## config.mk

```make
export PLATFORM = sky130hd
export DESIGN_NAME = oled_panel_command_decoder
export DESIGN_NICKNAME = d
export VERILOG_FILES = /design/src/oled_cmd_pkg.sv /design/src/oled_panel_command_decoder.sv
export VERILOG_INCLUDE_DIRS = /design/src
export SDC_FILE = /design/constraint.sdc
export NUM_CORES = 1
export LEC_CHECK = 0
export ABC_AREA = 1
export BUFFER_PORTS_ARGS = -buffer_cell sky130_fd_sc_hd__buf_4
export CORE_MARGIN = 2
export CORE_UTILIZATION = 50
export CTS_CLUSTER_SIZE = 16
export DETAILED_ROUTE_END_ITERATION = 10
export PLACE_DENSITY = 0.76
export SLEW_MARGIN = 15
export SYNTH_ARGS = -nofsm -noshare
export SYNTH_HDL_FRONTEND = slang
export SYNTH_SLANG_ARGS = --single-unit
```

## constraint.sdc

```tcl
create_clock -name clk_sys -period 1.6 [get_ports clk_sys]
set_input_delay 0.16 -clock clk_sys [delete_from_list [all_inputs] [get_ports clk_sys]]
set_output_delay 0.16 -clock clk_sys [all_outputs]
set_load 0.02 [all_outputs]
```

## src/oled_cmd_params.svh

```systemverilog
`ifndef OLED_CMD_PARAMS_SVH
`define OLED_CMD_PARAMS_SVH
`define CMD_CONTRAST_MODE 8'h81
`define CMD_SEG_REMAP 7'h50
`define CMD_ENTIRE_ON 7'h52
`define CMD_MUX_MODE 8'ha8
`define CMD_DCDC_MODE 8'had
`define CMD_DCDC_DATA 7'h45
`define CMD_DISPLAY 7'h57
`define CMD_PAGE 5'h16
`define CMD_COM_SCAN 4'hc
`define CMD_INVERT 7'h53
`define CMD_COL_LOW 4'h0
`define CMD_COL_HIGH 4'h1
`define RST_CONTRAST 8'h80
`define RST_MUX_RATIO 7'h40
`define CMD_FLAG_BIT 0
`define CMD_SCAN_BIT 3
`define RST_DCDC 1'b1
`define COL_LAST 8'h83
`endif

```

## src/oled_cmd_pkg.sv

```systemverilog
package oled_cmd_pkg;
  // Decoder phase: which byte the next command byte is taken as
  typedef enum logic [1:0] {
    PH_IDLE = 2'b00,
    PH_CONTRAST = 2'b01,
    PH_MUX = 2'b11,
    PH_DCDC = 2'b10
  } phase_e;
endpackage

```

## src/oled_panel_command_decoder.sv

```systemverilog
// Notes on behaviour
// RL1: 81H arms contrast; next byte is value
// RL2: Armed byte is contrast only; then disarm
// RL3: Contrast is full 8 bits, 256 levels
// RL4: Host leaves contrast at 80H if unused
// RL5: Reset loads contrast with 80H
// RL6: A0H/A1H bit 0 sets segment reverse
// RL7: Data access bumps column by one
// RL8: A4H/A5H forces all pixels on, RAM kept
// RL9: A5H forces on, A4H normal; reset normal
// RL10: Entire-on overrides inversion setting
// RL11: A8H then byte; low six bits used
// RL12: Mux ratio is value plus one; reset 64
// RL13: ADH then 8AH/8BH; bit 0 enables converter
// RL14: Converter runs only if enabled and on
// RL15: Host turns display off before DC-DC setup
// RL16: Off means sleep; on picks supply source
// RL17: AEH/AFH bit 0 sets display on
// RL18: Sleep stops oscillator, converter; outputs hi-Z
// RL19: Sleep keeps settings and RAM access
// RL20: B0H-B7H loads page address bits
// RL21: C0H-C8H bit 3 sets common scan reverse
// RL22: Host sends only defined command codes
// RL23: Select low marks command; track sequences
`timescale 1ns/1ps
`include "oled_cmd_params.svh"
module oled_panel_command_decoder
  import oled_cmd_pkg::*;
(
  input wire logic clk_sys,
  input wire logic reset,
  input wire logic byte_valid,
  input wire logic [7:0] byte_data,
  input wire logic command_data_select,
  input wire logic ram_access,
  output logic [7:0] contrast,
  output logic segment_reverse,
  output logic entire_on,
  output logic invert,
  output logic [6:0] mux_ratio,
  output logic dcdc_enable,
  output logic display_on,
  output logic sleep,
  output logic dcdc_run,
  output logic external_supply,
  output logic oscillator_run,
  output logic outputs_hiz,
  output logic force_pixels,
  output logic [2:0] page_address,
  output logic [7:0] column_address,
  output logic com_reverse,
  output logic contrast_armed
);
  // Slot of each mode flag in the flag vector
  localparam int FLAG_REMAP = 0;
  localparam int FLAG_ENTIRE = 1;
  localparam int FLAG_INVERT = 2;
  localparam int FLAG_DISPLAY = 3;
  localparam int FLAG_SCAN = 4;
  localparam int FLAG_COUNT = 5;

  // Sequence phase: meaning of the next command byte
  phase_e phase_reg, phase_next;
  // Stored settings with their next values
  logic [7:0] contrast_reg, contrast_next;
  logic [6:0] mux_ratio_reg, mux_ratio_next;
  logic dcdc_reg, dcdc_next;
  logic [2:0] page_reg, page_next;
  logic [7:0] col_reg, col_next;
  // Mode flags are nets, since each bit has its own driver
  wire logic [FLAG_COUNT-1:0] flag_reg;
  wire logic [FLAG_COUNT-1:0] flag_next;
  wire logic [FLAG_COUNT-1:0] flag_hit;
  wire logic [FLAG_COUNT-1:0] flag_bit;
  // Power and pixel outputs kept in flip-flops
  logic sleep_reg, sleep_next;
  logic dcdc_run_reg, dcdc_run_next;
  logic ext_supply_reg, ext_supply_next;
  logic force_reg, force_next;
  // Decoded strobes for the byte on the inputs
  logic is_cmd;
  logic is_opcode;
  logic hit_contrast_mode;
  logic hit_mux_mode;
  logic hit_dcdc_mode;
  logic hit_page;
  logic hit_col_low;
  logic hit_col_high;
  logic take_contrast;
  logic take_mux;
  logic take_dcdc;

  // Byte with select low is a command byte
  assign is_cmd = byte_valid && !command_data_select; // RL23
  // Outside a sequence a command byte is an opcode
  assign is_opcode = is_cmd && (phase_reg == PH_IDLE); // RL23
  // Inside a sequence it is a value, whatever its code
  assign take_contrast = is_cmd && (phase_reg == PH_CONTRAST); // RL2
  assign take_mux = is_cmd && (phase_reg == PH_MUX); // RL11
  assign take_dcdc = is_cmd && (phase_reg == PH_DCDC); // RL13

  // Opcode decode; codes are disjoint, so no priority
  assign hit_contrast_mode = is_opcode && (byte_data == `CMD_CONTRAST_MODE); // RL1
  assign hit_mux_mode = is_opcode && (byte_data == `CMD_MUX_MODE); // RL11
  assign hit_dcdc_mode = is_opcode && (byte_data == `CMD_DCDC_MODE); // RL13
  assign hit_page = is_opcode && (byte_data[7:3] == `CMD_PAGE); // RL20
  assign hit_col_low = is_opcode && (byte_data[7:4] == `CMD_COL_LOW);
  assign hit_col_high = is_opcode && (byte_data[7:4] == `CMD_COL_HIGH);

  // Flag strobes and the command bit each one copies
  assign flag_hit[FLAG_REMAP] = is_opcode && (byte_data[7:1] == `CMD_SEG_REMAP); // RL6
  assign flag_hit[FLAG_ENTIRE] = is_opcode && (byte_data[7:1] == `CMD_ENTIRE_ON); // RL8 RL9
  assign flag_hit[FLAG_INVERT] = is_opcode && (byte_data[7:1] == `CMD_INVERT);
  assign flag_hit[FLAG_DISPLAY] = is_opcode && (byte_data[7:1] == `CMD_DISPLAY); // RL17
  assign flag_hit[FLAG_SCAN] = is_opcode && (byte_data[7:4] == `CMD_COM_SCAN); // RL21
  assign flag_bit[FLAG_REMAP] = byte_data[`CMD_FLAG_BIT]; // RL6
  assign flag_bit[FLAG_ENTIRE] = byte_data[`CMD_FLAG_BIT]; // RL9
  assign flag_bit[FLAG_INVERT] = byte_data[`CMD_FLAG_BIT];
  assign flag_bit[FLAG_DISPLAY] = byte_data[`CMD_FLAG_BIT]; // RL17
  assign flag_bit[FLAG_SCAN] = byte_data[`CMD_SCAN_BIT]; // RL21

  // Phase: armed by a mode byte, idle after the value
  always_comb begin
    phase_next = phase_reg;
    if (hit_contrast_mode) begin
      phase_next = PH_CONTRAST; // RL1
    end else if (hit_mux_mode) begin
      phase_next = PH_MUX; // RL11
    end else if (hit_dcdc_mode) begin
      phase_next = PH_DCDC; // RL13
    end else if (take_contrast || take_mux || take_dcdc) begin
      phase_next = PH_IDLE; // RL2
    end
  end
  // Phase flop; a reset mid-sequence drops the sequence
  always_ff @(posedge clk_sys or posedge reset) begin
    if (reset) begin
      phase_reg <= PH_IDLE;
    end else begin
      phase_reg <= phase_next;
    end
  end

  // Contrast: whole byte taken, so all 256 levels reachable
  always_comb begin
    contrast_next = contrast_reg;
    if (take_contrast) begin
      contrast_next = byte_data; // RL2 RL3
    end
  end
  // Reset lands on the midpoint level
  always_ff @(posedge clk_sys or posedge reset) begin
    if (reset) begin
      contrast_reg <= `RST_CONTRAST; // RL5
    end else begin
      contrast_reg <= contrast_next;
    end
  end

  // Ratio stored already incremented, so the output is a flop
  always_comb begin
    mux_ratio_next = mux_ratio_reg;
    if (take_mux) begin
      mux_ratio_next = {1'b0, byte_data[5:0]} + 7'h01; // RL11 RL12
    end
  end
  // Full 64-line ratio after reset
  always_ff @(posedge clk_sys or posedge reset) begin
    if (reset) begin
      mux_ratio_reg <= `RST_MUX_RATIO; // RL12
    end else begin
      mux_ratio_reg <= mux_ratio_next;
    end
  end

  // Converter flag; a stray second byte only ends the sequence
  always_comb begin
    dcdc_next = dcdc_reg;
    if (take_dcdc && (byte_data[7:1] == `CMD_DCDC_DATA)) begin
      dcdc_next = byte_data[`CMD_FLAG_BIT]; // RL13
    end
  end
  // Internal converter selected after reset
  always_ff @(posedge clk_sys or posedge reset) begin
    if (reset) begin
      dcdc_reg <= `RST_DCDC; // RL14
    end else begin
      dcdc_reg <= dcdc_next;
    end
  end

  // Page selects RAM only; the shown image is untouched
  always_comb begin
    page_next = page_reg;
    if (hit_page) begin
      page_next = byte_data[2:0]; // RL20
    end
  end
  // Page flop
  always_ff @(posedge clk_sys or posedge reset) begin
    if (reset) begin
      page_reg <= 3'h0;
    end else begin
      page_reg <= page_next;
    end
  end

  // One register per mode flag, all zero after reset
  for (genvar i = 0; i < FLAG_COUNT; i++) begin : g_flag
    logic bit_reg, bit_next;
    always_comb begin
      bit_next = bit_reg;
      if (flag_hit[i]) begin
        bit_next = flag_bit[i]; // RL6 RL8 RL9 RL17 RL21
      end
    end
    // Flag flop; held through sleep like every setting
    always_ff @(posedge clk_sys or posedge reset) begin
      if (reset) begin
        bit_reg <= 1'b0; // RL9 RL17
      end else begin
        bit_reg <= bit_next;
      end
    end
    assign flag_reg[i] = bit_reg;
    assign flag_next[i] = bit_next;
  end

  // Column: each access below the last column bumps it, regardless of remap
  always_comb begin
    col_next = col_reg;
    if (ram_access && (col_reg != `COL_LAST)) begin
      col_next = col_reg + 8'h01; // RL7
    end
    // A column command in the same cycle wins over the bump
    if (hit_col_low) begin
      col_next = {col_reg[7:4], byte_data[3:0]};
    end else if (hit_col_high) begin
      col_next = {byte_data[3:0], col_reg[3:0]};
    end
  end
  // Stops at the last column; access goes on during sleep
  always_ff @(posedge clk_sys or posedge reset) begin
    if (reset) begin
      col_reg <= 8'h00;
    end else begin
      col_reg <= col_next; // RL19
    end
  end

  // Sleep follows the next display flag, so it never lags it
  always_comb begin
    sleep_next = !flag_next[FLAG_DISPLAY]; // RL16 RL18
  end
  // Panel is asleep after reset
  always_ff @(posedge clk_sys or posedge reset) begin
    if (reset) begin
      sleep_reg <= 1'b1;
    end else begin
      sleep_reg <= sleep_next;
    end
  end

  // Supply source: converter only once the display is on
  always_comb begin
    dcdc_run_next = flag_next[FLAG_DISPLAY] && dcdc_next; // RL14
    ext_supply_next = flag_next[FLAG_DISPLAY] && !dcdc_next; // RL16
  end
  // Neither supply runs while asleep
  always_ff @(posedge clk_sys or posedge reset) begin
    if (reset) begin
      dcdc_run_reg <= 1'b0;
      ext_supply_reg <= 1'b0;
    end else begin
      dcdc_run_reg <= dcdc_run_next;
      ext_supply_reg <= ext_supply_next;
    end
  end

  // Forced-on wins over inversion; RAM untouched
  always_comb begin
    force_next = flag_next[FLAG_ENTIRE]; // RL10
  end
  // Normal display after reset
  always_ff @(posedge clk_sys or posedge reset) begin
    if (reset) begin
      force_reg <= 1'b0;
    end else begin
      force_reg <= force_next;
    end
  end

  // Setting outputs straight from flip-flops
  assign contrast = contrast_reg;
  assign segment_reverse = flag_reg[FLAG_REMAP];
  assign entire_on = flag_reg[FLAG_ENTIRE];
  assign invert = flag_reg[FLAG_INVERT];
  assign mux_ratio = mux_ratio_reg; // RL12
  assign dcdc_enable = dcdc_reg;
  assign display_on = flag_reg[FLAG_DISPLAY];
  assign page_address = page_reg;
  assign column_address = col_reg;
  assign com_reverse = flag_reg[FLAG_SCAN];
  // Armed flag is a decode of the phase flop
  assign contrast_armed = (phase_reg == PH_CONTRAST); // RL1
  // Driver state is a flag only; no real tristate here
  assign sleep = sleep_reg; // RL16
  assign oscillator_run = !sleep_reg; // RL18
  assign outputs_hiz = sleep_reg; // RL18
  assign dcdc_run = dcdc_run_reg; // RL14
  assign external_supply = ext_supply_reg; // RL16
  assign force_pixels = force_reg; // RL10
endmodule

```

==> metrics.md, run 1 <==
| Metric | Value |
|---|---|
| Run status | `finished, final reports clean` |
| Setup violations, final | `0` |
| Tmin final | `1.41 ns` |
| Seq/Total Area, Yosys | `44.7%` |
| Slowest-stage cell, CP | `dfrtp_1` |
| Post-synth EDFFs | `0` |
| Max VDD drop | `0.636 mV` |
| Top cells by count, synth | `98 x nand2_1, 33 x dfrtp_1, 22 x inv_1, 21 x nor2_1, 19 x o21ai_0` |
| Setup WS pre-CTS | `0.183 ns` |
| Synth-to-layout area growth | `25.1%` |
| Largest net degree at the start of global routing | `38` |
| Peak Freq | `711 MHz` |
| H-Tree Depth | `2` |
| CTS tree | `yes` |
| Async S/R FF share, synth | `100%` |
| Clock network latency to the later pin of the worst-skew pair | `0.29 ns` |
| WL/cell | `12.1 um` |
| Mapped Area | `0.00208 sq mm` |
| Worst Tran Pin Value | `0.454 ns` |
| Average size of a mapped cell | `7.68 sq um` |
| Drt first pass iters | `4` |
| Worst path arrival time | `1.61 ns` |
| Slew headroom | `69.7%` |
| Worst Setup Slack, final | `0.194 ns` |
| GR Util All Layers | `22.3%` |
| Hold Crit Class | `in2reg` |
| Synthesized Nets | `288` |
| Via density | `4.90` |
| Final Max Tran Viols | `0` |
| Most common cell in the netlist | `nand2_1` |
| Crit-path max FO | `6` |
| CP max stage delay | `0.42 ns` |
| Initial antenna violation count | `0` |
| DR iter-0 viols | `154` |
| Die area | `0.00469 sq mm` |
| Sinks on the clock net | `37` |
| Post-synthesis cell type count | `31` |
| Top post-synthesis cells by area | `dfrtp_1 40%, nand2_1 18%, dfstp_2 5.1%` |
| Post-route clock period utilization | `87.9%` |
| DRC | `0` |
| Initial Utilization | `52.0%` |
| First-pass GRT wire length | `7890 um` |
| MaxCap Viol Count | `0` |
| Vias in the first global route | `1,763` |
| CTS Buffer Depth | `2` |
| DRT antenna net count | `0` |
| Setup TNS | `0 ns` |
| Worst-path cell chain | `inv_2 -> nand2_2 -> nor2_1 -> nand4_1 -> o21ai_0` |
| Core Box Area | `0.00400 sq mm` |
| CTS Root Cell | `clkbuf_8` |
| Setup bufs post-CTS | `0` |
| Share of layout cells above drive strength 1 | `27.3%` |
| Leading register cell type out of synthesis | `dfrtp_1` |
| RSZ-0062 raised after global routing | `false` |
| Die height | `68.5 um` |
| Worst setup path class | `reg2reg` |
| Port-buffer cells | `51` |
| Nets | `342` |
| Skew final | `0.00358 ns` |
| Diode count | `0` |
| Worst Setup End Kind | `register` |
| CTS buffer count | `5` |
| Dpl cell area | `0.00249 sq mm` |
| Syn Inst Count | `271` |
| Post-route design area | `0.00260 sq mm` |
| Area fraction of the dominant cell type after synthesis | `39.7%` |
| GR Overflow Total | `0` |
| Die Width | `68.5 um` |
| Top cell type by total area after synthesis | `dfrtp_1` |
| Routed WL | `4530 um` |
| Worst Setup Start Kind | `register` |
| Total Power | `2.85 mW` |
| Final hold violations | `0` |
| Flops & latches, synth | `37` |
| I/O pin count | `52` |
| # rows | `23` |
| HPWL Detailed | `3420 um` |
| Yosys warns | `0` |
| Cell Pwr Density | `1100 mW/mm^2` |
| Clk slew on worst S/H paths | `0.07 ns` |
| Vias | `1,843` |
| Req. time, crit path | `1.80 ns` |
| Final Wtd Congestion | `0.826` |
| Leak Pwr | `1.39 nW` |
## worst max-delay path: cells and delay by family, from the launching register on
family | cells | cell delay [ns]
flops | 1 | 0.42
buf+inv | 1 | 0.09
simple gates | 3 | 0.59
compound gates | 1 | 0.24
## path summary, 6_finish.rpt
check | start | end | slack, ns | cells after the start
worst max-delay path | phase_reg[0]$_DFFE_PP0P_ | page_address[1]$_DFFE_PP0P_ | 0.19 | 5
min in group asynchronous | reset | column_address[5]$_DFFE_PP0P_ | 0.52 | 4
worst min-delay path | byte_data[5] | mux_ratio[5]$_DFFE_PP0P_ | 0.09 | 2
worst max register to register | phase_reg[0]$_DFFE_PP0P_ | page_address[1]$_DFFE_PP0P_ | 0.19 | 5
worst min register to register | mux_ratio[6]$_DFFE_PP1P_ | mux_ratio[6]$_DFFE_PP1P_ | 0.48 | 2
max in group asynchronous | reset | mux_ratio[6]$_DFFE_PP1P_ | 0.71 | 4
## metal layers
metal	global-route usage, %	routed length, um
met2	35.8	2110
met5	0	0
met3	5.36	256
met4	5.75	51
met1	30.2	2120
## layout make-up
type,instances,area [sq um]
sequential,37,931
clock buffer,7,96.3
inverter,29,111
clock inverter,1,5.00
timing repair buffer,54,408
tap,50,62.6
fill,359,1400
multi-input combinational,198,988
## through the flow
stage | hold slack, ns | instances | util (%)
2_1_floorplan | 0.233 | 271 | -
3_3_place_gp | 0.303 | 367 | 62.2
3_5_place_dp | 0.304 | 367 | 62.2
4_1_cts | 0.0890 | 376 | 65.0
5_1_grt | 0.109 | 376 | 65.1
6_report | 0.0904 | 376 | 65.1
## cells in the final DEF, fill, tap and decap left out, types with 5 or more instances in the layout
| cell | Yosys | final |
|---|---|---|
| nor3_1 | 5 | 5 |
| dfrtp_1 | 33 | 33 |
| nand4_1 | 7 | 7 |
| nand3_1 | 16 | 16 |
| buf_4 | 2 | 53 |
| clkbuf_8 | 0 | 7 |
| inv_2 | 6 | 6 |
| nor2_1 | 21 | 21 |
| nand2_1 | 98 | 97 |
| o21ai_0 | 19 | 19 |
| inv_1 | 22 | 22 |
## where the power goes
group / internal, mW / switching, mW / total [mW]
clock: 0.389 / 0.318 / 0.707
combinational: 0.382 / 0.539 / 0.921
sequential: 1.08 / 0.142 / 1.22
total: 1.85 / 0.998 / 2.85
## timing repair
item,in CTS,in global routing
hold endpoints to repair,25,0
hold buffers,1,0
endpoints found under the setup margin,0,5
gates resized for setup,0,1
## kinds of logic (layout without fill, tap and decap cells)
| logic type | count (synthesis) | count (layout) | synth area share, % |
|---|---|---|---|
| flops | 37 | 37 | 44.7 |
| simple gates | 161 | 161 | 35.1 |
| buf+inv | 36 | 91 | 7.88 |
| fa+ha+maj | 4 | 4 | 2.41 |
| compound gates | 29 | 29 | 8.24 |
| xor+xnor | 4 | 4 | 1.68 |
Power figures use the tool's default switching activity.
==> inputs of run 2 (changes only) <==
==> constraint.sdc (replaced) <==
create_clock -name clk_sys -period 1.31 [get_ports clk_sys]
set_input_delay 0.131 -clock clk_sys [delete_from_list [all_inputs] [get_ports clk_sys]]
set_output_delay 0.131 -clock clk_sys [all_outputs]
set_load 0.02 [all_outputs]
==> metrics.md, run 2 (synthesis gave the netlist of run 1 again) <==
| Metric | Value |
|---|---|
| DR top layer | `met4` |
| # rows | `23` |
| DRC | `0` |
| GR Overflow Total | `0` |
| DR iter-0 viols | `142` |
| Routed WL | `5270 um` |
| Port-buffer cells | `51` |
| FF-to-FF setup slack | `-0.02 ns` |
| I/O pin count | `52` |
| Drt first pass iters | `5` |
| Hold_ws | `0.0507 ns` |
| Run status | `finished with violations` |
| DRT antenna net count | `0` |
| Crit-path max FO | `8` |
| Final cell count without fillers | `395` |
| First-pass GRT wire length | `8520 um` |
| Die Width | `68.5 um` |
| Final hold violations | `0` |
| CTS buffer count | `5` |
| Worst Setup Start Kind | `register` |
| Req. time, crit path | `1.54 ns` |
| Hold Crit Class | `in2reg` |
| Clock network latency to the later pin of the worst-skew pair | `0.30 ns` |
| MaxCap Viol Count | `0` |
| Leak Pwr | `1.49 nW` |
| CP max stage delay | `0.39 ns` |
| Initial Utilization | `52.0%` |
| CTS tree | `yes` |
| Nets | `361` |
| Peak Freq | `754 MHz` |
| Worst Tran Pin Value | `0.356 ns` |
| Final Wtd Congestion | `0.874` |
| Vias in the first global route | `1,828` |
| Initial antenna violation count | `0` |
| Post-layout util | `73.0%` |
| Worst Setup Slack, final | `-0.0166 ns` |
| Clk slew on worst S/H paths | `0.08 ns` |
| Vias | `2,026` |
| HPWL Detailed | `3520 um` |
| Detail Route met2 WL | `2570 um` |
| CTS Buffer Depth | `2` |
| Die height | `68.5 um` |
| Skew final | `0.00731 ns` |
| Worst path most repeated cell | `nand2_1` |
| WL/cell | `13.3 um` |
| DP Cell Count | `375` |
| Setup violations, final | `5` |
| RSZ-0062 raised after global routing | `true` |
| Total Power | `3.85 mW` |
| Post-route clock period utilization | `101%` |
| H-Tree Depth | `2` |
| Metal-1 WL | `2320 um` |
| Routed wl met3 | `299 um` |
| Max VDD drop | `0.662 mV` |
| Via density | `5.13` |
| Diode count | `0` |
| Largest net degree at the start of global routing | `38` |
| Worst Setup End Kind | `register` |
| CTS Root Cell | `clkbuf_8` |
| Worst-path cell chain | `inv_2 -> nand2_4 -> nor2_8 -> buf_12 -> nand2_8 -> a21oi_4 -> nand2_1 -> nand2_1` |
| Worst setup path class | `reg2reg` |
| Share of layout cells above drive strength 1 | `37.4%` |
| Tmin final | `1.33 ns` |
| Cell Pwr Density | `1320 mW/mm^2` |
| Most common cell after layout, fill and taps aside | `nand2_1` |
| Worst path arrival time | `1.56 ns` |
| Final Max Tran Viols | `0` |
| GR Util All Layers | `24.5%` |
| Failing checks | `setup timing` |
| Synth-to-layout area growth | `40.4%` |
| Core Box Area | `0.00400 sq mm` |
| Slew headroom | `76.1%` |
| Sinks on the clock net | `37` |
| Die area | `0.00469 sq mm` |
| Commonest cells after routing, fill and taps aside | `87 x nand2_1, 68 x buf_4, 29 x dfrtp_1` |
| Slowest-stage cell, CP | `dfrtp_1` |
run 2: cell types whose count changed in the layout (fill, tap and decap cells not counted), sizes merged:
cell	previous run	this run
clkbuf	7	6
bufinv	0	1
nand2	105	106
buf	53	71
run 2: final cells by class:
| cell class | count | area [sq um] |
|---|---|---|
| clock buffer | 6 | 72.6 |
| multi-input combinational | 199 | 1120 |
| inverter | 29 | 121 |
| timing repair buffer | 72 | 572 |
| tap | 50 | 62.6 |
| fill | 298 | 1080 |
| sequential | 37 | 936 |
| clock inverter | 2 | 35.0 |
run 2: metrics by stage:
step           TNS (ns)  setup WS [ns]  cell area, sq um
4_1_cts         -0.0277        -0.0107              2780
2_1_floorplan         0         0.0352              2090
3_5_place_dp    -0.0549        -0.0307              2570
6_report        -0.0506        -0.0166              2920
3_3_place_gp          0        0.00996              2570
5_1_grt           -1.02         -0.110              2920
run 2: metal layers:
layer	global-route usage [%]	up-vias
met2	38.6	59
met1	32.9	949
met3	6.01	11
met4	8.50	0
met5	0	-
li1	-	1007
run 2: critical path, delay by kind of cell (launching register included):
family                 cells  cell delay (ns)
AOI/OAI and AO/OA          1             0.23
and+or+nand+nor            5             0.41
DFF                        1             0.39
buffers and inverters      2             0.22
run 2: power breakdown:
group | total, mW | internal (mW) | switching (mW)
registers | 1.47 | 1.33 | 0.146
clock network | 0.973 | 0.565 | 0.408
logic | 1.40 | 0.613 | 0.787
run 2: final timing paths:
kind | start | to | cells after the start
worst max-delay path | phase_reg[1]$_DFFE_PP0P_ | column_address[0]$_DFFE_PP0P_ | 8
worst min-delay path | byte_data[5] | mux_ratio[5]$_DFFE_PP0P_ | 2
worst max register to register | phase_reg[1]$_DFFE_PP0P_ | column_address[0]$_DFFE_PP0P_ | 8
worst min register to register | mux_ratio[2]$_DFFE_PP0P_ | mux_ratio[2]$_DFFE_PP0P_ | 2
max in group asynchronous | reset | dcdc_enable$_DFF_PP1_ | 4
min in group asynchronous | reset | invert$_DFFE_PP0P_ | 4
run 2: timing repair:
item | 4_1_cts | 5_1_grt
hold buffers | 1 | 0
endpoints found under the hold margin | 33 | 0
cloned | 1 | 0
endpoints found under the setup margin | 9 | 28
gates resized for setup | 13 | 22
pin swaps | 4 | 16
setup buffers | 2 | 8
